[src/mode_ctrl_pkg.sv]
// Constants, types and register map for the converter mode and self-trim control.
// Assumes a single 125 MHz clock and a plain register port with one-cycle strobes.
//
// How it works
// - A trigger held low one cycle beyond its minimum, then high its minimum, starts a self-trim.
// - A trigger already high at power-on blocks the automatic self-trim until cycled.
// - In register mode the pin ORs with the trigger bit; both low before a start.
// - The wait select pin picks the long or short power-on wait in any mode.
// - The self-trim active output is high exactly while a self-trim runs.
// - Phase select low gives 0 degree data-to-clock, high gives 90 degree.
// - Phase selection acts only while the output bus is split 1:2.
// - In register mode the phase comes from the phase bit, default 0 degree.
// - In pin mode the interleave pin makes both channels sample the in-phase input.
// - In register mode interleave comes from its register bit, default off.
// - Enable pin low selects register control; the phase, interleave and range pins are then ignored.
// - Enable pin high holds the config and range registers at defaults; the interrupt registers stay accessible.
// - In pin mode the range pin sets low or high range for both channels.
// - In register mode each channel takes its range from its own register.
// - Pin high range equals register middle code, pin low equals minimum code.
// - Unsplit pin high gives 1:1 output, low gives 1:2, in both modes.

package mode_ctrl_pkg;

    localparam int ADDR_W = 8;
    localparam int DATA_W = 16;
    localparam int RANGE_W = 4;
    localparam int CNT_W = 24;
    localparam int IRQ_W = 3;
    localparam int CHANNELS = 2;

    // Register indices; the port addresses registers by index
    localparam logic [ADDR_W-1:0] ADDR_CONFIG = 8'h00;
    localparam logic [ADDR_W-1:0] ADDR_RANGE_I = 8'h03;
    localparam logic [ADDR_W-1:0] ADDR_RANGE_Q = 8'h0B;
    localparam logic [ADDR_W-1:0] ADDR_IRQ_STATUS = 8'h10;
    localparam logic [ADDR_W-1:0] ADDR_IRQ_ENABLE = 8'h11;
    localparam logic [ADDR_W-1:0] ADDR_IRQ_CLEAR = 8'h12;
    localparam logic [ADDR_W-1:0] ADDR_LIVE_STATE = 8'h13;

    localparam int CFG_TRIGGER_BIT = 15;
    localparam int CFG_PHASE_BIT = 14;
    localparam int CFG_INTERLEAVE_BIT = 7;

    localparam int IRQ_TRIM_START = 0;
    localparam int IRQ_TRIM_DONE = 1;
    localparam int IRQ_MODE_CHANGE = 2;

    localparam logic [RANGE_W-1:0] RANGE_MIN = 4'h0;
    localparam logic [RANGE_W-1:0] RANGE_MID = 4'h8;
    localparam logic [RANGE_W-1:0] RANGE_RESET = RANGE_MID;
    localparam logic [IRQ_W-1:0] IRQ_RESET = 3'h0;
    localparam logic [DATA_W-1:0] DATA_ZERO = 16'h0000;

    localparam int CLK_PERIOD_PS = 8000;
    localparam int TRIGGER_MIN_LOW_NS = 80;
    localparam int TRIGGER_MIN_HIGH_NS = 80;
    localparam int POWERON_SHORT_US = 100;
    localparam int POWERON_LONG_US = 1000;
    localparam int TRIM_RUN_US = 40;

    // Least times round up to whole cycles
    localparam int TRIGGER_MIN_LOW_CYC = (TRIGGER_MIN_LOW_NS * 1000 + CLK_PERIOD_PS - 1)
                                         / CLK_PERIOD_PS;
    localparam int TRIGGER_MIN_HIGH_CYC = (TRIGGER_MIN_HIGH_NS * 1000 + CLK_PERIOD_PS - 1)
                                          / CLK_PERIOD_PS;
    localparam int POWERON_SHORT_CYC = (POWERON_SHORT_US * 1000000) / CLK_PERIOD_PS;
    localparam int POWERON_LONG_CYC = (POWERON_LONG_US * 1000000) / CLK_PERIOD_PS;
    localparam int TRIM_RUN_CYC = (TRIM_RUN_US * 1000000) / CLK_PERIOD_PS;
    localparam logic [CNT_W-1:0] SETTLE_LAST = 24'h00_0003;

    typedef struct packed {
        logic trigger;
        logic wait_select;
        logic phase;
        logic interleave;
        logic extended_control_enable_n;
        logic range;
        logic unsplit;
    } mode_pins_t;

    // Synchroniser contents during reset; the enable pin idles high, so pin control
    localparam mode_pins_t PINS_RESET = 7'h04;

    typedef struct packed {
        logic register_control_mode;
        logic output_phase_select;
        logic interleave;
        logic unsplit_output_mode;
        logic [RANGE_W-1:0] range_i;
        logic [RANGE_W-1:0] range_q;
    } mode_out_t;

    typedef enum logic [1:0] {
        ST_SETTLE,
        ST_PWR_WAIT,
        ST_IDLE,
        ST_RUN
    } trim_state_t;

endpackage

[src/converter_mode_pin_control.sv]
// Mode selection and self-trim sequencing for a dual-channel converter.
// Assumes static mode pins from board logic, a one-cycle strobe register port,
// and that the serial shifter outside presents decoded register accesses here.
`timescale 1ns/1ps

module converter_mode_pin_control #(
    parameter int POWERON_SHORT_CYC = mode_ctrl_pkg::POWERON_SHORT_CYC,
    parameter int POWERON_LONG_CYC = mode_ctrl_pkg::POWERON_LONG_CYC,
    parameter int TRIM_RUN_CYC = mode_ctrl_pkg::TRIM_RUN_CYC
) (
    input wire logic clk,
    input wire logic reset,
    input wire mode_ctrl_pkg::mode_pins_t mode_pins,
    input wire logic [mode_ctrl_pkg::ADDR_W-1:0] reg_addr,
    input wire logic [mode_ctrl_pkg::DATA_W-1:0] reg_wdata,
    input wire logic reg_write,
    input wire logic reg_read,
    output logic [mode_ctrl_pkg::DATA_W-1:0] reg_rdata,
    output logic selftrim_active,
    output mode_ctrl_pkg::mode_out_t mode_settings,
    output logic irq
);

    localparam int CW = mode_ctrl_pkg::CNT_W;
    localparam int RW = mode_ctrl_pkg::RANGE_W;
    localparam int IW = mode_ctrl_pkg::IRQ_W;
    localparam int DW = mode_ctrl_pkg::DATA_W;

    localparam logic [CW-1:0] LOW_LAST = CW'(mode_ctrl_pkg::TRIGGER_MIN_LOW_CYC);
    localparam logic [CW-1:0] HIGH_LAST = CW'(mode_ctrl_pkg::TRIGGER_MIN_HIGH_CYC - 1);
    localparam logic [CW-1:0] SHORT_LAST = CW'(POWERON_SHORT_CYC - 1);
    localparam logic [CW-1:0] LONG_LAST = CW'(POWERON_LONG_CYC - 1);
    localparam logic [CW-1:0] RUN_LAST = CW'(TRIM_RUN_CYC - 1);

    mode_ctrl_pkg::mode_pins_t pins_meta_ff;
    mode_ctrl_pkg::mode_pins_t pins_ff;
    mode_ctrl_pkg::mode_out_t mode_settings_ff;
    mode_ctrl_pkg::mode_out_t nxt_mode_settings;
    mode_ctrl_pkg::trim_state_t state_ff;
    mode_ctrl_pkg::trim_state_t nxt_state;

    logic register_control_mode;
    logic trigger_bit_ff;
    logic phase_bit_ff;
    logic interleave_bit_ff;
    logic [RW-1:0] range_ff [mode_ctrl_pkg::CHANNELS];
    logic [RW-1:0] nxt_range [mode_ctrl_pkg::CHANNELS];

    logic trigger_request;
    logic trigger_armed_ff;
    logic [CW-1:0] low_cnt_ff;
    logic [CW-1:0] high_cnt_ff;
    logic trim_command;

    logic [CW-1:0] wait_cnt_ff;
    logic [CW-1:0] poweron_last;
    logic selftrim_active_ff;
    logic trim_start;
    logic trim_done;

    logic [IW-1:0] irq_status_ff;
    logic [IW-1:0] irq_enable_ff;
    logic [IW-1:0] irq_events;
    logic [IW-1:0] irq_clear;
    logic [IW-1:0] nxt_irq_status;
    logic irq_ff;
    logic [DW-1:0] reg_rdata_ff;

    // Pin synchroniser; the first stage feeds only the second
    always_ff @(posedge clk) begin
        if (reset) begin
            // Idle pin levels, so release of reset raises no false mode change
            pins_meta_ff <= mode_ctrl_pkg::PINS_RESET;
            pins_ff <= mode_ctrl_pkg::PINS_RESET;
        end else begin
            pins_meta_ff <= mode_pins;
            pins_ff <= pins_meta_ff;
        end
    end

    assign register_control_mode = ~pins_ff.extended_control_enable_n;

    // Control register bits; held at defaults whenever pin control is selected
    always_ff @(posedge clk) begin
        if (reset || !register_control_mode) begin
            trigger_bit_ff <= 1'b0;
            phase_bit_ff <= 1'b0;
            interleave_bit_ff <= 1'b0;
        end else if (reg_write && reg_addr == mode_ctrl_pkg::ADDR_CONFIG) begin
            trigger_bit_ff <= reg_wdata[mode_ctrl_pkg::CFG_TRIGGER_BIT];
            phase_bit_ff <= reg_wdata[mode_ctrl_pkg::CFG_PHASE_BIT];
            interleave_bit_ff <= reg_wdata[mode_ctrl_pkg::CFG_INTERLEAVE_BIT];
        end
    end

    // Per-channel range registers
    always_ff @(posedge clk) begin
        if (reset || !register_control_mode) begin
            range_ff[0] <= mode_ctrl_pkg::RANGE_RESET;
            range_ff[1] <= mode_ctrl_pkg::RANGE_RESET;
        end else if (reg_write) begin
            if (reg_addr == mode_ctrl_pkg::ADDR_RANGE_I) begin
                range_ff[0] <= reg_wdata[RW-1:0];
            end
            if (reg_addr == mode_ctrl_pkg::ADDR_RANGE_Q) begin
                range_ff[1] <= reg_wdata[RW-1:0];
            end
        end
    end

    // The bit only counts in register mode, so a stale bit cannot fire in pin mode
    assign trigger_request = pins_ff.trigger | (register_control_mode & trigger_bit_ff);

    // A start needs a full low interval before a full high interval
    assign trim_command = trigger_request && trigger_armed_ff && high_cnt_ff == HIGH_LAST;

    always_ff @(posedge clk) begin
        if (reset) begin
            low_cnt_ff <= '0;
            high_cnt_ff <= '0;
            trigger_armed_ff <= 1'b0;
        end else if (!trigger_request) begin
            high_cnt_ff <= '0;
            if (low_cnt_ff != LOW_LAST) begin
                low_cnt_ff <= low_cnt_ff + 1'b1;
            end else begin
                trigger_armed_ff <= 1'b1;
            end
        end else begin
            low_cnt_ff <= '0;
            if (trim_command) begin
                trigger_armed_ff <= 1'b0;
                high_cnt_ff <= '0;
            end else if (trigger_armed_ff) begin
                high_cnt_ff <= high_cnt_ff + 1'b1;
            end
        end
    end

    // Wait select is read live so a late strap change still counts
    assign poweron_last = pins_ff.wait_select ? LONG_LAST : SHORT_LAST;

    always_comb begin
        nxt_state = state_ff;
        unique case (state_ff)
            mode_ctrl_pkg::ST_SETTLE: begin
                if (wait_cnt_ff == mode_ctrl_pkg::SETTLE_LAST) begin
                    // Trigger high at power-on cancels the automatic trim
                    nxt_state = trigger_request ? mode_ctrl_pkg::ST_IDLE
                                                : mode_ctrl_pkg::ST_PWR_WAIT;
                end
            end
            mode_ctrl_pkg::ST_PWR_WAIT: begin
                if (trim_command || wait_cnt_ff == poweron_last) begin
                    nxt_state = mode_ctrl_pkg::ST_RUN;
                end
            end
            mode_ctrl_pkg::ST_IDLE: begin
                if (trim_command) begin
                    nxt_state = mode_ctrl_pkg::ST_RUN;
                end
            end
            mode_ctrl_pkg::ST_RUN: begin
                // Requests during a running trim are dropped, not queued
                if (wait_cnt_ff == RUN_LAST) begin
                    nxt_state = mode_ctrl_pkg::ST_IDLE;
                end
            end
        endcase
    end

    always_ff @(posedge clk) begin
        if (reset) begin
            state_ff <= mode_ctrl_pkg::ST_SETTLE;
            wait_cnt_ff <= '0;
        end else begin
            state_ff <= nxt_state;
            if (nxt_state != state_ff) begin
                wait_cnt_ff <= '0;
            end else if (state_ff != mode_ctrl_pkg::ST_IDLE) begin
                wait_cnt_ff <= wait_cnt_ff + 1'b1;
            end
        end
    end

    assign trim_start = nxt_state == mode_ctrl_pkg::ST_RUN && state_ff != mode_ctrl_pkg::ST_RUN;
    assign trim_done = state_ff == mode_ctrl_pkg::ST_RUN && nxt_state != mode_ctrl_pkg::ST_RUN;

    always_ff @(posedge clk) begin
        if (reset) begin
            selftrim_active_ff <= 1'b0;
        end else begin
            selftrim_active_ff <= nxt_state == mode_ctrl_pkg::ST_RUN;
        end
    end

    // Range selection, identical for each channel
    for (genvar ch = 0; ch < mode_ctrl_pkg::CHANNELS; ch++) begin : g_range
        always_comb begin
            if (register_control_mode) begin
                nxt_range[ch] = range_ff[ch];
            end else if (pins_ff.range) begin
                nxt_range[ch] = mode_ctrl_pkg::RANGE_MID;
            end else begin
                nxt_range[ch] = mode_ctrl_pkg::RANGE_MIN;
            end
        end
    end

    always_comb begin
        nxt_mode_settings.register_control_mode = register_control_mode;
        nxt_mode_settings.unsplit_output_mode = pins_ff.unsplit;
        // In 1:1 mode phase has no meaning, so it is forced to 0 degree
        nxt_mode_settings.output_phase_select = ~pins_ff.unsplit
            & (register_control_mode ? phase_bit_ff : pins_ff.phase);
        nxt_mode_settings.interleave = register_control_mode ? interleave_bit_ff
                                                             : pins_ff.interleave;
        nxt_mode_settings.range_i = nxt_range[0];
        nxt_mode_settings.range_q = nxt_range[1];
    end

    always_ff @(posedge clk) begin
        if (reset) begin
            mode_settings_ff <= '0;
        end else begin
            mode_settings_ff <= nxt_mode_settings;
        end
    end

    // Interrupt status: a new event wins over a clear in the same cycle
    assign irq_events[mode_ctrl_pkg::IRQ_TRIM_START] = trim_start;
    assign irq_events[mode_ctrl_pkg::IRQ_TRIM_DONE] = trim_done;
    assign irq_events[mode_ctrl_pkg::IRQ_MODE_CHANGE] =
        register_control_mode != mode_settings_ff.register_control_mode;
    assign irq_clear = (reg_write && reg_addr == mode_ctrl_pkg::ADDR_IRQ_CLEAR)
                       ? reg_wdata[IW-1:0] : mode_ctrl_pkg::IRQ_RESET;
    assign nxt_irq_status = (irq_status_ff & ~irq_clear) | irq_events;

    always_ff @(posedge clk) begin
        if (reset) begin
            irq_status_ff <= mode_ctrl_pkg::IRQ_RESET;
            irq_ff <= 1'b0;
        end else begin
            irq_status_ff <= nxt_irq_status;
            irq_ff <= |(nxt_irq_status & irq_enable_ff);
        end
    end

    always_ff @(posedge clk) begin
        if (reset) begin
            irq_enable_ff <= mode_ctrl_pkg::IRQ_RESET;
        end else if (reg_write && reg_addr == mode_ctrl_pkg::ADDR_IRQ_ENABLE) begin
            irq_enable_ff <= reg_wdata[IW-1:0];
        end
    end

    // Read data stand for one cycle only; unmapped and write-only read zero
    always_ff @(posedge clk) begin
        if (reset || !reg_read) begin
            reg_rdata_ff <= mode_ctrl_pkg::DATA_ZERO;
        end else begin
            reg_rdata_ff <= mode_ctrl_pkg::DATA_ZERO;
            unique case (reg_addr)
                mode_ctrl_pkg::ADDR_CONFIG: begin
                    reg_rdata_ff[mode_ctrl_pkg::CFG_TRIGGER_BIT] <= trigger_bit_ff;
                    reg_rdata_ff[mode_ctrl_pkg::CFG_PHASE_BIT] <= phase_bit_ff;
                    reg_rdata_ff[mode_ctrl_pkg::CFG_INTERLEAVE_BIT] <= interleave_bit_ff;
                end
                mode_ctrl_pkg::ADDR_RANGE_I: begin
                    reg_rdata_ff[RW-1:0] <= range_ff[0];
                end
                mode_ctrl_pkg::ADDR_RANGE_Q: begin
                    reg_rdata_ff[RW-1:0] <= range_ff[1];
                end
                mode_ctrl_pkg::ADDR_IRQ_STATUS: begin
                    reg_rdata_ff[IW-1:0] <= irq_status_ff;
                end
                mode_ctrl_pkg::ADDR_IRQ_ENABLE: begin
                    reg_rdata_ff[IW-1:0] <= irq_enable_ff;
                end
                mode_ctrl_pkg::ADDR_LIVE_STATE: begin
                    reg_rdata_ff[0] <= selftrim_active_ff;
                    reg_rdata_ff[1] <= register_control_mode;
                    reg_rdata_ff[2] <= mode_settings_ff.output_phase_select;
                    reg_rdata_ff[3] <= mode_settings_ff.interleave;
                    reg_rdata_ff[4] <= mode_settings_ff.unsplit_output_mode;
                    reg_rdata_ff[5] <= trigger_armed_ff;
                end
                default: begin
                    reg_rdata_ff <= mode_ctrl_pkg::DATA_ZERO;
                end
            endcase
        end
    end

    assign reg_rdata = reg_rdata_ff;
    assign selftrim_active = selftrim_active_ff;
    assign mode_settings = mode_settings_ff;
    assign irq = irq_ff;

endmodule

[config.mk]
export PLATFORM = sky130hd
export DESIGN_NAME = converter_mode_pin_control
export DESIGN_NICKNAME = d
export VERILOG_FILES = /design/src/mode_ctrl_pkg.sv /design/src/converter_mode_pin_control.sv
export SDC_FILE = /design/constraint.sdc
export NUM_CORES = 1
export LEC_CHECK = 0
export ABC_AREA = 1
export BUFFER_PORTS_ARGS = -buffer_cell sky130_fd_sc_hd__buf_2
export CORE_AREA = 2 2 126 97
export CTS_CLUSTER_DIAMETER = 60
export DETAILED_ROUTE_END_ITERATION = 10
export DIE_AREA = 0 0 128 99
export PLACE_DENSITY = 0.75
export SETUP_SLACK_MARGIN = 0.1
export SLEW_MARGIN = 20
export SYNTH_ARGS = -nofsm -noshare
export SYNTH_HDL_FRONTEND = slang
export SYNTH_SLANG_ARGS = --single-unit
[constraint.sdc]
create_clock -name clk -period 1.8 [get_ports clk]
set_clock_uncertainty 0.15 [all_clocks]
set_input_delay 0.18 -clock clk [delete_from_list [all_inputs] [get_ports clk]]
set_output_delay 0.18 -clock clk [all_outputs]
set_load 0.01 [all_outputs]
==> key figures <==
Routing
  – Vias post-DR: 6009
  – Met1 wire length: 7614 um
  – WL met3: 725 um
  – WL final: 17240 um
  – WL met2: 8482 um
  – DR WL/cell: around 15 um
  – Routed Antenna Nets: 0
  – # DRC: 0
  – DRT iter0 DRCs: 384
  – Avg Vias per Cell: 5.140
  – TritonRoute pass-1 iters: 6
  – Top sig layer: met4

Setup path
  – Critical Path Max Stage Delay: 0.33 ns
  – Critical path, cell by cell: inv_2, ha_4, nand2_2, nor2_2, nand2_1, nor2_1, nand2_2, nand2_1, nand2_1, nor2_4, inv_2, nand2_2, nand4_4, clkbuf_16, nor2_2
  – Required time of the critical path: 2.01 ns
  – R2r setup slk: -0.22 ns
  – CP Capture Type: flip-flop
  – Critical Path Source Type: flip-flop
  – Critical Path AT: 2.23 ns
  – Setup CP Type: reg2reg
  – Worst-path fanout max: 7
  – CP max stage cell: dfxtp_2

Global route
  – Remaining Overflow, GRT: 0
  – Largest net degree at the start of global routing: 23
  – First-pass GRT wire length: 26150 um
  – GRT Resource Usage Total: 0.2575
  – Initial antenna violation count: 0
  – Vias in the first global route: between 5000 and 6000

Final layout
  – Share of cells above drive strength 1: 0.3766
  – P&R area growth vs syn: 48.04%
  – N_diodes: 0
  – Fill cell count: 760
  – Fin util: 0.7714
  – Fin nets: ~1100

Floorplan
  – # IOs: 65
  – Die area: 0.01267 mm^2
  – Core area: 0.01140 mm^2
  – Initial Utilization: 0.5211
  – Die width: 128 um
  – Die height: 99 um
  – Rows: 34

CTS
  – Total clock sinks: 129
  – Num CTS Buffers: 17
  – TritonCTS clock tree: yes
  – Clock Tree Buf Depth: 2
  – Skew-Pair Late Insertion Delay: about 0.42 ns
  – Clock root buffer: clkbuf_16
  – Htree depth: 4
  – Clk slew on worst S/H paths: 0.06 ns

STA
  – RSZ-0062 raised after global routing: yes
  – Final Hold Viols: 0
  – Final worst setup slack: -0.2196 ns
  – Final setup fails: 29
  – Final critical-path required period: 2.020 ns
  – Setup tns final: -5.196 ns
  – Fmax: between 0.4 and 0.5 GHz
  – Final period utilization: 1.122
  – Slew Viols, Final: 0

Synth
  – Synth top cells by count: 139 x nand2_1, 128 x nor2_1, 121 x dfxtp_1, 119 x inv_1, 43 x a21oi_1
  – Post-synthesis async set-or-reset flop share: 0
  – Seq/Total Area, Yosys: 0.4482
  – Synth warn: 0
  – Post-Syn Instances: 808
  – Cell accounting for the most synthesized area: dfxtp_1
  – Most common cell in the netlist: nand2_1
  – Synth top area share: 0.4078
  – Synth cell types: 37
  – Mapped Area: 0.005941 mm^2
  – EDFF count, synth: 8
  – FF+latch count, synth: 129
  – Syn_area_per_cell: about 7.4 um^2
  – Top post-synthesis cells by area: dfxtp_1 41%, nand2_1 8.8%, nor2_1 8.1%
  – Ys flop type: dfxtp_1

Power
  – Reported net switching power: 2.357 mW
  – Int Pwr: 5.653 mW
  – Worst vdd ir: 1.005 mV
  – Comb power frac: 0.183
  – Clock network fraction of design power: 0.438
  – LEAKAGE: 3.584 nW
  – Net Sw Frac: 0.2942
  – Sequential fraction of design power: 0.379
  – Pwr per Cell Area: 910.7 mW/mm^2

Outcome
  – Failing checks: negative setup slack
  – Outcome: complete, but fails checks

Placement
  – Port Buffer Count: 48
  – RD Place Congestion: 0.8865
  – Detail Placement HPWL: 10190 um

Job
  – Max cap viols: 0

Min path
  – Min-Delay Path Class: in2reg
## registers in the layout (all words and copies together), names as in the netlist, 6 cells and up
signal,count
pins_meta_ff,7
high_cnt_ff,24
reg_rdata,9
range_ff,8
low_cnt_ff,24
wait_cnt_ff,24
pins_ff,6
mode_settings,12
## metal layers
| metal | track usage | vias up |
|---|---|---|
| met3 | 0.04343 | 44 |
| li1 | - | 2962 |
| met2 | 0.4138 | 181 |
| met5 | 0 | - |
| met1 | 0.3457 | 2822 |
| met4 | 0.1065 | 0 |
## placed cells by master, fill, tap and decap left out, types with 5 or more instances in the layout
master | synthesis | layout
nand2_1 | 139 | 122
buf_4 | 8 | 115
inv_1 | 119 | 106
dfxtp_1 | 121 | 104
nor2_1 | 128 | 92
buf_2 | 2 | 48
a21oi_1 | 43 | 38
nor2_2 | 26 | 36
nand3_1 | 37 | 28
nor2_4 | 0 | 26
xor2_1 | 29 | 25
o21ai_0 | 32 | 23
nor3_1 | 36 | 20
clkbuf_16 | 0 | 18
nand2_2 | 2 | 16
dlygate4sd3_1 | 0 | 16
inv_2 | 2 | 13
buf_6 | 4 | 13
nand4_1 | 12 | 12
nor3_2 | 1 | 11
dfxtp_2 | 0 | 11
or2_2 | 8 | 8
edfxtp_1 | 8 | 8
conb_1 | 1 | 7
nor3_4 | 0 | 6
nand3_2 | 0 | 6
xnor2_1 | 6 | 6
inv_6 | 0 | 6
dfxtp_4 | 0 | 6
o22ai_1 | 5 | 5
o21ai_1 | 0 | 5
a21oi_2 | 0 | 5
ha_4 | 0 | 5
## logic make-up after synthesis
logic type / count (synthesis) / synth area share
AO/OA/AOI/OAI: 90 / 0.08256
XOR/XNOR: 35 / 0.05160
adder cells (fa/ha/maj): 6 / 0.01264
buffers and inverters: 141 / 0.09962
flip-flops: 129 / 0.4482
multiplexers: 1 / 0.001685
other: 1 / 0.0006312
AND/OR/NAND/NOR: 405 / 0.3031
## power by group through the flow
stage	Sequential [mW]	Clock (mW)	Combinational, mW
floorplan	3.08	0	0.713
global placement	3.08	0	1.03
detailed placement	3.09	0	1.04
CTS	3.03	3.53	1.31
global route	3.05	3.65	1.58
finish	3.04	3.51	1.47
## per-stage QoR
step	cells	cell area (um^2)	power, mW	setup WS (ns)	hold slack [ns]
global placement	1097	7132	4.109	-0.1054	0.2135
CTS	1159	8127	7.868	-0.1704	0.02835
detailed placement	1097	7132	4.127	-0.1579	0.2173
floorplan	814	6006	3.792	0.004985	0.1338
finish	1169	8795	8.010	-0.2196	0.04505
global route	1169	8795	8.279	-0.3527	0.04453
## final cells by class
class,instances,area [um^2],share of cell area
well taps,144,180.2,0.02049
clock buffers,17,425.4,0.04837
flip-flops and latches,129,2699,0.3069
inverters,123,466.7,0.05307
repair buffers,197,1510,0.1717
clock inverters,15,171.4,0.01949
multi-input cells,544,3342,0.3800
## worst max-delay path, delay by kind of cell (launching register included)
kind                       cells  cell delay [ns]
and+or+nand+nor               11             1.01
buffers and inverters          3             0.36
DFF                            1             0.33
adders and majority gates      1             0.12
## repair_timing
action                     CTS  global route
hold buffers                16             0
setup endpoints to repair   58            69
buffers inserted            14            12
hold endpoints to repair    17             0
gates resized for setup     45           153
pin swaps                   20            45
gates cloned                 1             0
## final timing paths
kind | end | startpoint | depth (start not counted)
worst min register to register | pins_ff[5]$_SDFF_PP0_ | pins_meta_ff[5]$_SDFF_PP0_ | 2
worst max-delay path | wait_cnt_ff[19]$_SDFFE_PP0N_ | high_cnt_ff[1]$_SDFFE_PP0P_ | 15
worst max register to register | wait_cnt_ff[19]$_SDFFE_PP0N_ | high_cnt_ff[1]$_SDFFE_PP0P_ | 15
worst min-delay path | mode_settings[11]$_SDFF_PP0_ | reset | 3
(Power assumes the default switching activity.)
